File: src/dtpc_consts.svh
// Constants of the dual timer block: register indexes, fields, resets.
// Included by the prescaler, bus slave and timer files; holds definitions only.
`ifndef DTPC_CONSTS_SVH
`define DTPC_CONSTS_SVH
// Register indexes; byte address is four times the index, plus 0x100 in the second plane
`define DTPC_IDX_T0CNT    6'h01
`define DTPC_IDX_FLAGS    6'h09
`define DTPC_IDX_T1LOW    6'h0a
`define DTPC_IDX_T1HIGH   6'h0b
`define DTPC_IDX_HOLD     6'h12
`define DTPC_IDX_T0MODE   6'h02
`define DTPC_IDX_T1MODE   6'h0c
`define DTPC_IDX_TKSEL    6'h0d
// Address bit that selects the second register plane
`define DTPC_PLANE_BIT    8
// Field positions
`define DTPC_F_T0FLAG     4
`define DTPC_F_T1FLAG     5
`define DTPC_F_T2CLR      4
`define DTPC_F_T1SET      3
`define DTPC_F_T1CLR      2
`define DTPC_F_T1HALT     1
`define DTPC_F_T0HALT     0
`define DTPC_F_CAPPOL     7
`define DTPC_F_T0CAP      6
`define DTPC_F_T0EDGE     5
`define DTPC_F_T0SRC      4
`define DTPC_F_T1CAP      1
`define DTPC_F_T1DIV      0
`define DTPC_F_T0TKS      6
// Reset values
`define DTPC_RST_HOLD     5'h10
`define DTPC_RST_T0MODE   8'h00
// Bus answers
`define DTPC_RESP_OKAY    2'h0
`define DTPC_RESP_SLVERR  2'h2
`endif

File: src/dtpc_pkg.sv
// Types shared by the dual timer block.
// Constants live in dtpc_consts.svh.
package dtpc_pkg;
    typedef enum logic [1:0] {
        DTPC_RD_IDLE = 2'b01,
        DTPC_RD_RESP = 2'b10
    } dtpc_rd_state_e;
    typedef logic [6:0] dtpc_addr_t;
endpackage

File: src/dtpc_reg_if.sv
// Register access carrier between bus slave and timer core.
// Assumes one clock; read data is combinational from the core.
`timescale 1ns/10ps
interface dtpc_reg_if;
    logic       wrEn;
    logic [6:0] wrAddr;
    logic [7:0] wrData;
    logic       wrHit;
    logic [6:0] rdAddr;
    logic [7:0] rdData;
    logic       rdHit;
    modport bus  (output wrEn, wrAddr, wrData, rdAddr, input wrHit, rdData, rdHit);
    modport core (input wrEn, wrAddr, wrData, rdAddr, output wrHit, rdData, rdHit);
endinterface

File: src/dtpc_prescaler.sv
// Timer0 prescaler: source pick, edge pick, power-of-two divider.
// Pins are taken as synchronous to sys_clk.
`timescale 1ns/10ps
`include "dtpc_consts.svh"
module dtpc_prescaler (
    input  wire logic       sys_clk,
    input  wire logic       reset_n,
    input  wire logic       instrTick,
    input  wire logic       extPin,
    input  wire logic       sourceSel,
    input  wire logic       fallingEdge,
    input  wire logic [3:0] divCode,
    output logic            tick
);
    import dtpc_pkg::*;
    logic       pinPrev;
    logic       srcEvent;
    logic [7:0] cnt;
    logic [7:0] mask;

    always_ff @(posedge sys_clk or negedge reset_n) begin
        if (!reset_n) begin
            pinPrev <= 1'b0;
        end else begin
            pinPrev <= extPin;
        end
    end

    always_comb begin
        if (sourceSel) begin
            srcEvent = fallingEdge ? (pinPrev && !extPin) : (!pinPrev && extPin);
        end else begin
            srcEvent = instrTick;
        end
        if (divCode[3]) begin
            mask = 8'hff;
        end else begin
            mask = 8'hff >> (4'h8 - {1'b0, divCode[2:0]});
        end
    end

    always_ff @(posedge sys_clk or negedge reset_n) begin
        if (!reset_n) begin
            cnt <= 8'h00;
        end else if (srcEvent) begin
            cnt <= cnt + 8'h01;
        end
    end

    assign tick = srcEvent && ((cnt & mask) == mask);
endmodule

File: src/dtpc_axil_slave.sv
// AXI4-Lite slave front end for the dual timer registers.
// One write and one read at a time; 8-bit registers in low data lane.
`timescale 1ns/10ps
`include "dtpc_consts.svh"
module dtpc_axil_slave #(
    parameter int ADDR_W = 12
) (
    input  wire logic              sys_clk,
    input  wire logic              reset_n,
    input  wire logic [ADDR_W-1:0] awaddr,
    input  wire logic              awvalid,
    output logic                   awready,
    input  wire logic [31:0]       wdata,
    input  wire logic [3:0]        wstrb,
    input  wire logic              wvalid,
    output logic                   wready,
    output logic [1:0]             bresp,
    output logic                   bvalid,
    input  wire logic              bready,
    input  wire logic [ADDR_W-1:0] araddr,
    input  wire logic              arvalid,
    output logic                   arready,
    output logic [31:0]            rdata,
    output logic [1:0]             rresp,
    output logic                   rvalid,
    input  wire logic              rready,
    dtpc_reg_if.bus                regs
);
    import dtpc_pkg::*;
    logic           awHeld;
    logic           wHeld;
    logic           awInRange;
    logic           arInRange;
    logic [6:0]     awSlot;
    logic [7:0]     wByte;
    logic           wLane;
    logic           writeGo;
    dtpc_rd_state_e rdState;

    // Bits above the two planes must be zero for a hit
    assign arInRange = (araddr >> (`DTPC_PLANE_BIT + 1)) == '0;
    assign awready   = !awHeld && !bvalid;
    assign wready    = !wHeld && !bvalid;
    assign writeGo   = awHeld && wHeld;
    assign arready   = rdState == DTPC_RD_IDLE;
    assign regs.rdAddr = {araddr[`DTPC_PLANE_BIT], araddr[7:2]};
    assign regs.wrAddr = awSlot;
    assign regs.wrData = wByte;
    assign regs.wrEn   = writeGo && wLane && awInRange;

    always_ff @(posedge sys_clk or negedge reset_n) begin
        if (!reset_n) begin
            awHeld    <= 1'b0;
            awSlot    <= 7'h00;
            awInRange <= 1'b0;
        end else if (awvalid && awready) begin
            awHeld    <= 1'b1;
            awSlot    <= {awaddr[`DTPC_PLANE_BIT], awaddr[7:2]};
            awInRange <= (awaddr >> (`DTPC_PLANE_BIT + 1)) == '0;
        end else if (writeGo) begin
            awHeld    <= 1'b0;
        end
    end

    always_ff @(posedge sys_clk or negedge reset_n) begin
        if (!reset_n) begin
            wHeld <= 1'b0;
            wByte <= 8'h00;
            wLane <= 1'b0;
        end else if (wvalid && wready) begin
            wHeld <= 1'b1;
            wByte <= wdata[7:0];
            wLane <= wstrb[0];
        end else if (writeGo) begin
            wHeld <= 1'b0;
        end
    end

    always_ff @(posedge sys_clk or negedge reset_n) begin
        if (!reset_n) begin
            bvalid <= 1'b0;
            bresp  <= `DTPC_RESP_OKAY;
        end else if (writeGo) begin
            bvalid <= 1'b1;
            bresp  <= (awInRange && regs.wrHit) ? `DTPC_RESP_OKAY : `DTPC_RESP_SLVERR;
        end else if (bready) begin
            bvalid <= 1'b0;
        end
    end

    always_ff @(posedge sys_clk or negedge reset_n) begin
        if (!reset_n) begin
            rdState <= DTPC_RD_IDLE;
            rdata   <= 32'h0000_0000;
            rresp   <= `DTPC_RESP_OKAY;
        end else begin
            unique case (rdState)
                DTPC_RD_IDLE: begin
                    if (arvalid) begin
                        rdState <= DTPC_RD_RESP;
                        rdata   <= {24'h00_0000, arInRange ? regs.rdData : 8'h00};
                        rresp   <= (arInRange && regs.rdHit) ? `DTPC_RESP_OKAY
                                                             : `DTPC_RESP_SLVERR;
                    end
                end
                DTPC_RD_RESP: begin
                    if (rready) begin
                        rdState <= DTPC_RD_IDLE;
                    end
                end
            endcase
        end
    end
    assign rvalid = rdState == DTPC_RD_RESP;
endmodule

File: src/dtpc_timers.sv
// Dual timer block top: Timer0 with prescaler and capture, Timer1 with
// reload and capture, Timer2 hold-clear, and their register file.
// Assumes one 125 MHz clock; pins are synchronous to it.
// Function
// - Low byte reads count, writes reload
// - High byte reads count, writes reload
// - Timer2 zeroed and held; held after reset
// - Timer1 force-set holds all ones
// - Timer1 hold-clear keeps count zero
// - Timer1 halt freezes count
// - Timer0 halt freezes count
// - Capture counts on selected pin level
// - Mode bit picks prescaler or capture
// - Edge bit picks rising or falling
// - Source bit picks instruction cycle or pin
// - Divider is power of two, max 256
// - Timer0 overflow sets flag; zero clears
// - Timer1 overflow sets flag; zero clears
// - Timer1 capture measures pin period
// - Timer1 divider: full or half clock
`timescale 1ns/10ps
`include "dtpc_consts.svh"
module dtpc_timers #(
    parameter int ADDR_W = 12
) (
    input  wire logic              sys_clk,
    input  wire logic              reset_n,
    input  wire logic [ADDR_W-1:0] awaddr,
    input  wire logic              awvalid,
    output logic                   awready,
    input  wire logic [31:0]       wdata,
    input  wire logic [3:0]        wstrb,
    input  wire logic              wvalid,
    output logic                   wready,
    output logic [1:0]             bresp,
    output logic                   bvalid,
    input  wire logic              bready,
    input  wire logic [ADDR_W-1:0] araddr,
    input  wire logic              arvalid,
    output logic                   arready,
    output logic [31:0]            rdata,
    output logic [1:0]             rresp,
    output logic                   rvalid,
    input  wire logic              rready,
    input  wire logic              externalCountPin,
    input  wire logic              touchKeyOscillator,
    input  wire logic              capturePin,
    output logic                   timer0OverflowFlag,
    output logic                   timer1OverflowFlag,
    output logic [7:0]             timer2Count,
    output logic [15:0]            timer1Period
);
    import dtpc_pkg::*;
    dtpc_reg_if regs ();

    logic [4:0]  holdCtl;
    logic [7:0]  t0Mode;
    logic [1:0]  t1Mode;
    logic        touchSel;
    logic [7:0]  t0Count;
    logic [15:0] t1Count;
    logic [15:0] t1Reload;
    logic        instrTick;
    logic        t0PrescTick;
    logic        t0Event;
    logic        t0Over;
    logic        t1Tick;
    logic        t1Over;
    logic        t1Run;
    logic        capPrev;
    logic        capEdge;
    logic        levelOk;
    logic        flagWrite;
    logic        wrF;
    logic        wrR;
    logic [5:0]  wrIdx;

    dtpc_axil_slave #(.ADDR_W(ADDR_W)) u_bus (
        .sys_clk (sys_clk),
        .reset_n (reset_n),
        .awaddr  (awaddr),
        .awvalid (awvalid),
        .awready (awready),
        .wdata   (wdata),
        .wstrb   (wstrb),
        .wvalid  (wvalid),
        .wready  (wready),
        .bresp   (bresp),
        .bvalid  (bvalid),
        .bready  (bready),
        .araddr  (araddr),
        .arvalid (arvalid),
        .arready (arready),
        .rdata   (rdata),
        .rresp   (rresp),
        .rvalid  (rvalid),
        .rready  (rready),
        .regs    (regs.bus)
    );

    // Instruction cycle is every second clock
    always_ff @(posedge sys_clk or negedge reset_n) begin
        if (!reset_n) begin
            instrTick <= 1'b0;
        end else begin
            instrTick <= !instrTick;
        end
    end

    // Register writes
    assign wrIdx = regs.wrAddr[5:0];
    assign wrF   = regs.wrEn && !regs.wrAddr[6];
    assign wrR   = regs.wrEn && regs.wrAddr[6];

    always_ff @(posedge sys_clk or negedge reset_n) begin
        if (!reset_n) begin
            holdCtl <= `DTPC_RST_HOLD;
        end else if (wrF && wrIdx == `DTPC_IDX_HOLD) begin
            holdCtl <= regs.wrData[4:0];
        end
    end

    always_ff @(posedge sys_clk or negedge reset_n) begin
        if (!reset_n) begin
            t0Mode   <= `DTPC_RST_T0MODE;
            t1Mode   <= 2'h0;
            touchSel <= 1'b0;
        end else if (wrR) begin
            if (wrIdx == `DTPC_IDX_T0MODE) begin
                t0Mode <= regs.wrData;
            end
            if (wrIdx == `DTPC_IDX_T1MODE) begin
                t1Mode <= regs.wrData[1:0];
            end
            if (wrIdx == `DTPC_IDX_TKSEL) begin
                touchSel <= regs.wrData[`DTPC_F_T0TKS];
            end
        end
    end

    always_ff @(posedge sys_clk or negedge reset_n) begin
        if (!reset_n) begin
            t1Reload <= 16'h0000;
        end else if (wrF && wrIdx == `DTPC_IDX_T1LOW) begin
            t1Reload[7:0] <= regs.wrData;
        end else if (wrF && wrIdx == `DTPC_IDX_T1HIGH) begin
            t1Reload[15:8] <= regs.wrData;
        end
    end

    // Register reads; write-only registers read as zero
    always_comb begin
        regs.rdData = 8'h00;
        regs.rdHit  = 1'b1;
        if (!regs.rdAddr[6]) begin
            unique case (regs.rdAddr[5:0])
                `DTPC_IDX_T0CNT:  regs.rdData = t0Count;
                `DTPC_IDX_FLAGS:  regs.rdData = {2'h0, timer1OverflowFlag,
                                                 timer0OverflowFlag, 4'h0};
                `DTPC_IDX_T1LOW:  regs.rdData = t1Count[7:0];
                `DTPC_IDX_T1HIGH: regs.rdData = t1Count[15:8];
                `DTPC_IDX_HOLD:   regs.rdData = {3'h0, holdCtl};
                default:          regs.rdHit  = 1'b0;
            endcase
        end else begin
            unique case (regs.rdAddr[5:0])
                `DTPC_IDX_T0MODE, `DTPC_IDX_T1MODE, `DTPC_IDX_TKSEL: regs.rdHit = 1'b1;
                default: regs.rdHit = 1'b0;
            endcase
        end
    end

    always_comb begin
        unique case (regs.wrAddr)
            {1'b0, `DTPC_IDX_T0CNT}, {1'b0, `DTPC_IDX_FLAGS}, {1'b0, `DTPC_IDX_T1LOW},
            {1'b0, `DTPC_IDX_T1HIGH}, {1'b0, `DTPC_IDX_HOLD}, {1'b1, `DTPC_IDX_T0MODE},
            {1'b1, `DTPC_IDX_T1MODE}, {1'b1, `DTPC_IDX_TKSEL}: regs.wrHit = 1'b1;
            default: regs.wrHit = 1'b0;
        endcase
    end

    // Timer0
    dtpc_prescaler u_presc (
        .sys_clk     (sys_clk),
        .reset_n     (reset_n),
        .instrTick   (instrTick),
        .extPin      (touchSel ? touchKeyOscillator : externalCountPin),
        .sourceSel   (t0Mode[`DTPC_F_T0SRC]),
        .fallingEdge (t0Mode[`DTPC_F_T0EDGE]),
        .divCode     (t0Mode[3:0]),
        .tick        (t0PrescTick)
    );

    assign levelOk = capturePin ^ t0Mode[`DTPC_F_CAPPOL];
    // Capture mode counts instruction cycles while the pin sits at level
    assign t0Event = t0Mode[`DTPC_F_T0CAP] ? (instrTick && levelOk) : t0PrescTick;
    assign t0Over  = t0Event && !holdCtl[`DTPC_F_T0HALT] && t0Count == 8'hff;

    always_ff @(posedge sys_clk or negedge reset_n) begin
        if (!reset_n) begin
            t0Count <= 8'h00;
        end else if (wrF && wrIdx == `DTPC_IDX_T0CNT) begin
            t0Count <= regs.wrData;
        end else if (t0Event && !holdCtl[`DTPC_F_T0HALT]) begin
            t0Count <= t0Count + 8'h01;
        end
    end

    // Flags: a set in the clearing cycle wins
    assign flagWrite = wrF && wrIdx == `DTPC_IDX_FLAGS;

    always_ff @(posedge sys_clk or negedge reset_n) begin
        if (!reset_n) begin
            timer0OverflowFlag <= 1'b0;
            timer1OverflowFlag <= 1'b0;
        end else begin
            timer0OverflowFlag <= t0Over || (timer0OverflowFlag &&
                !(flagWrite && !regs.wrData[`DTPC_F_T0FLAG]));
            timer1OverflowFlag <= t1Over || (timer1OverflowFlag &&
                !(flagWrite && !regs.wrData[`DTPC_F_T1FLAG]));
        end
    end

    // Timer1
    assign t1Tick  = t1Mode[`DTPC_F_T1DIV] ? 1'b1 : instrTick;
    assign capEdge = t1Mode[`DTPC_F_T1CAP] && capturePin && !capPrev;
    assign t1Run   = holdCtl[`DTPC_F_T1SET:`DTPC_F_T1HALT] == 3'b000;
    assign t1Over  = t1Run && !capEdge && t1Tick && t1Count == 16'hffff;

    always_ff @(posedge sys_clk or negedge reset_n) begin
        if (!reset_n) begin
            capPrev <= 1'b0;
        end else begin
            capPrev <= capturePin;
        end
    end

    always_ff @(posedge sys_clk or negedge reset_n) begin
        if (!reset_n) begin
            t1Count <= 16'h0000;
        end else if (holdCtl[`DTPC_F_T1SET]) begin
            t1Count <= 16'hffff;
        end else if (holdCtl[`DTPC_F_T1CLR]) begin
            t1Count <= 16'h0000;
        end else if (holdCtl[`DTPC_F_T1HALT]) begin
            t1Count <= t1Count;
        end else if (capEdge) begin
            t1Count <= t1Reload;
        end else if (t1Tick) begin
            t1Count <= (t1Count == 16'hffff) ? t1Reload : t1Count + 16'h0001;
        end
    end

    // Period is the count reached between two rising capture edges
    always_ff @(posedge sys_clk or negedge reset_n) begin
        if (!reset_n) begin
            timer1Period <= 16'h0000;
        end else if (capEdge && t1Run) begin
            timer1Period <= t1Count;
        end
    end

    // Timer2
    always_ff @(posedge sys_clk or negedge reset_n) begin
        if (!reset_n) begin
            timer2Count <= 8'h00;
        end else if (holdCtl[`DTPC_F_T2CLR]) begin
            timer2Count <= 8'h00;
        end else if (instrTick) begin
            timer2Count <= timer2Count + 8'h01;
        end
    end
endmodule

File: config.mk
export PLATFORM = sky130hd
export DESIGN_NAME = dtpc_timers
export DESIGN_NICKNAME = d
export VERILOG_FILES = /design/src/dtpc_pkg.sv /design/src/dtpc_reg_if.sv /design/src/dtpc_prescaler.sv /design/src/dtpc_axil_slave.sv /design/src/dtpc_timers.sv
export VERILOG_INCLUDE_DIRS = /design/src
export SDC_FILE = /design/constraint.sdc
export NUM_CORES = 1
export LEC_CHECK = 0
export ABC_AREA = 1
export BUFFER_PORTS_ARGS = -buffer_cell sky130_fd_sc_hd__buf_2
export CAP_MARGIN = 20
export CELL_PAD_IN_SITES_DETAIL_PLACEMENT = 1
export CELL_PAD_IN_SITES_GLOBAL_PLACEMENT = 1
export CORE_UTILIZATION = 44
export CTS_CLUSTER_DIAMETER = 200
export CTS_CLUSTER_SIZE = 25
export DETAILED_ROUTE_END_ITERATION = 12
export PLACE_DENSITY = 0.9
export SLEW_MARGIN = 40
export SYNTH_ARGS = -nofsm -noshare
export SYNTH_HDL_FRONTEND = slang
export SYNTH_SLANG_ARGS = --single-unit
File: constraint.sdc
create_clock -name sys_clk -period 3.9 [get_ports sys_clk]
set_clock_uncertainty 0.1 [all_clocks]
set_input_delay 0.39 -clock sys_clk [delete_from_list [all_inputs] [get_ports sys_clk]]
set_output_delay 0.39 -clock sys_clk [all_outputs]
set_load 0.02 [all_outputs]
==> run metrics <==
CTS tree built; logic gate share of total power 0.296; delay-heaviest family, CP simple AND/OR/NAND/NOR gates; Switching Share 0.3817; core area 0.01410 sq mm; die area 0.01515 sq mm; # diodes 0; Psw 1.860 mW; Min-Delay Startpoint capturePin; Met3 Routed Length 911 um; Max transition margin 0.6274; CP endpoint kind flop; Crit-path slowest cell dfrtp_1; P_int 3.014 mW; Slew Limit Fails 0; Routed met2 length 8964 um; #FFs+latches synth 125; Startpoint Class flop; Post-synth EDFFs 0; status completed; port bufs 79; maximum clock frequency 0.4208 GHz; DR pass1 iterations 6; FF+latch area 0.003131 sq mm; I/O pins 137; fin crit period 2.377 ns; worst min path class in2reg; crit-path cells ha_1 -> nand2_2 -> nor2_4 -> nand2_2 -> inv_2 -> nand3_2 -> nand2_2 -> inv_2 -> or2_1 -> nand3_1 -> a21oi_2; routability cong. 0.8836; worst-path fanout max 22; highest metal used met4; Syn. warnings 0; Flop pwr share 0.390; share of cells above drive strength 1 0.1705; DP Worst Slack 1.594 ns; largest net degree at the start of global routing 72; Cells on Worst Hold Path 1; final setup violation count 0; setup_tns 0 ns; CP bufs+invs 2; Total GRT Usage 0.2633; share of the synthesized area in the top cell type 0.4772; r2r endpoint t1Count[11]$_DFFE_PN0P_; Via-to-Cell Ratio 5.305; Residual DRC 0; initial antenna violation count 0; global-route wire length before repair 29950 um; cell row count 43; number of global-route vias before repair 5926; r2r worst-path depth 11; max-capacitance violation count 0; CP peak stage delay 0.47 ns; area grow syn2layout 16.10%; clock root cell clkbuf_16; H-tree Lvls 4; r2r startpoint t1Count[0]$_DFFE_PN0P_; Die X-Extent 123.1 um; peak supply drop 0.0003383 V; syn avg cell area 8.216 sq um; global route total overflow 0; Iter 0 DRT Violations 326; clock tree sinks 125; Inst Count DP 1028; ratio of final minimum period to clock period 0.6094; clk_lat worst skew 0.42 ns; drt total wl 18120 um; RSZ-0062 raised after global routing no; Die Span Y 123.1 um; post-synth cell types 44; Worst R2R Setup Slack 1.52 ns; cts bufs inserted 17; Mapped Cells 785; FILL cells 1713; Synth Flop Type dfrtp_1; CP Class reg2reg; cts repair resizes 0; vias 5623; wl on met1 7798 um; Starting Density 0.4576; Worst Tran Pin Value 0.5575 ns; nets@finish 947; Clock transition at path regs 0.06 ns; dpl hpwl 12860 um; Yosys top cell by area dfrtp_1; ys async rst share 1.000; sequential area share after synthesis 0.4854; Cell Pwr Density 650.9 mW/mm^2; WHS Endpoint capPrev$_DFF_PN0_; Worst Slack Setup Final 1.523 ns; Clock Power Share 0.314; leakage 3.793 nW; CP required 4.09 ns; most used cell along the critical path nand2_2; synthesized cell area 0.006450 sq mm; deepest clock path buffer count 2; Routed Antenna Nets 0; fin cells 1060; wire per inst 17.09 um; multi-input logic area 0.002759 sq mm; Final Hold Violating Endpoints 0; CP Data Arrival Time 2.57 ns; Area contributors post-synth dfrtp_1, nand2_1, o21ai_0, inv_1, buf_4
-- flip-flops by register name, summed over array words and instances (netlist names), 7 cells and up --
signal,count
t0Mode,8
u_bus.regs.wrData,8
u_bus.rdata,8
timer2Count,8
u_presc.cnt,8
t1Reload,16
t1Count,16
timer1Period,16
u_bus.regs.wrAddr,7
t0Count,8
-- final cells by class --
class                      instances  share of cell area
sequential                       125              0.4180
multi-input combinational        545              0.3684
clock buffer                      23             0.06249
timing repair buffer              82             0.05982
inverter                          98             0.04912
tap                              180             0.03008
clock inverter                     7             0.01203
-- Yosys cell counts (2+ instances only) --
library cell	count
a21oi_1	31
a21oi_2	2
a22oi_1	9
a22oi_2	4
buf_2	6
buf_4	29
buf_6	2
clkbuf_1	5
dfrtp_1	123
dfstp_2	2
ha_1	8
inv_1	93
inv_2	5
mux2_2	3
nand2_1	189
nand2_2	5
nand3_1	34
nand3_2	3
nand3b_1	2
nand4_1	10
nor2_1	56
nor2_2	5
nor2_4	3
nor3_1	12
nor3_2	3
o211ai_1	3
o21ai_0	92
o21ai_1	5
o21ai_2	2
o22ai_1	7
xor2_1	19
-- stage by stage --
step | hold slack, ns | utilization | power (mW) | area (sq um)
final | 0.04595 | 0.5312 | 4.875 | 7488
after global routing | 0.04637 | 0.5312 | 5.164 | 7488
after CTS | 0.04533 | 0.5296 | 4.887 | 7466
after detailed placement | 0.3733 | 0.4893 | 3.332 | 6898
after global placement | 0.3591 | 0.4893 | 3.235 | 6898
after floorplan | -0.005591 | - | 2.834 | 6544
-- how the worst max path moves through the flow --
| stage | startpoint | to | cells after the start |
|---|---|---|---|
| 5_1_grt | t1Count[0]$_DFFE_PN0P_ | t1Count[11]$_DFFE_PN0P_ | 11 |
| 2_1_floorplan | u_bus.rdState[0]$_DFFE_PN1P_ | u_bus.rdata[3]$_DFFE_PN0P_ | 8 |
| 3_5_place_dp | t1Count[0]$_DFFE_PN0P_ | t1Count[11]$_DFFE_PN0P_ | 11 |
| 4_1_cts | t1Count[0]$_DFFE_PN0P_ | t1Count[11]$_DFFE_PN0P_ | 11 |
| 3_3_place_gp | t1Count[0]$_DFFE_PN0P_ | t1Count[11]$_DFFE_PN0P_ | 11 |
| 6_report | t1Count[0]$_DFFE_PN0P_ | t1Count[11]$_DFFE_PN0P_ | 11 |
-- power by group through the flow --
stage / registers (mW) / clock network, mW / logic [mW]
final: 1.90 / 1.53 / 1.44
after global placement: 1.89 / 0 / 1.34
after global routing: 1.95 / 1.59 / 1.63
after floorplan: 1.90 / 0 / 0.938
after detailed placement: 1.92 / 0 / 1.42
after CTS: 1.90 / 1.54 / 1.44
-- metal layers --
metal / vias up / GRT usage
met2: 187 / 0.4421
li1: 2668 / -
met3: 40 / 0.05535
met5: - / 0
met1: 2728 / 0.3290
met4: 0 / 0.1114
-- repair_timing --
item | 4_1_cts | 5_1_grt
hold endpoints to repair | 54 | 0
setup buffers | 0 | 0
endpoints found under the setup margin | 0 | 0
hold buffers | 1 | 0
-- cell families after synthesis --
logic type                 share of synthesized area
DFF                                           0.4854
adders and majority gates                    0.01552
xor gates and xnor gates                     0.02580
muxes                                       0.006789
buffers and inverters                         0.1018
other                                      0.0005814
and+or+nand+nor                               0.2248
AOI/OAI and AO/OA                             0.1393
-- layout by cell type, fill, tap and decap left out, types with 8 or more instances in the layout --
master     count
a21oi_1       31
a22oi_1        9
buf_2         78
clkbuf_16     17
conb_1        26
dfrtp_1      123
ha_1           8
inv_1         93
nand2_1      188
nand3_1       34
nand4_1       10
nor2_1        56
nor3_1        12
o21ai_0       92
xor2_1        19
-- worst reg2reg max path, delay by kind of cell, from the launching register on --
family,cells,cell delay (ns)
simple gates,7,1.09
flops,1,0.47
buf+inv,2,0.29
fa+ha+maj,1,0.24
compound gates,1,0.06
No activity file was read; power rests on OpenSTA's default activity.
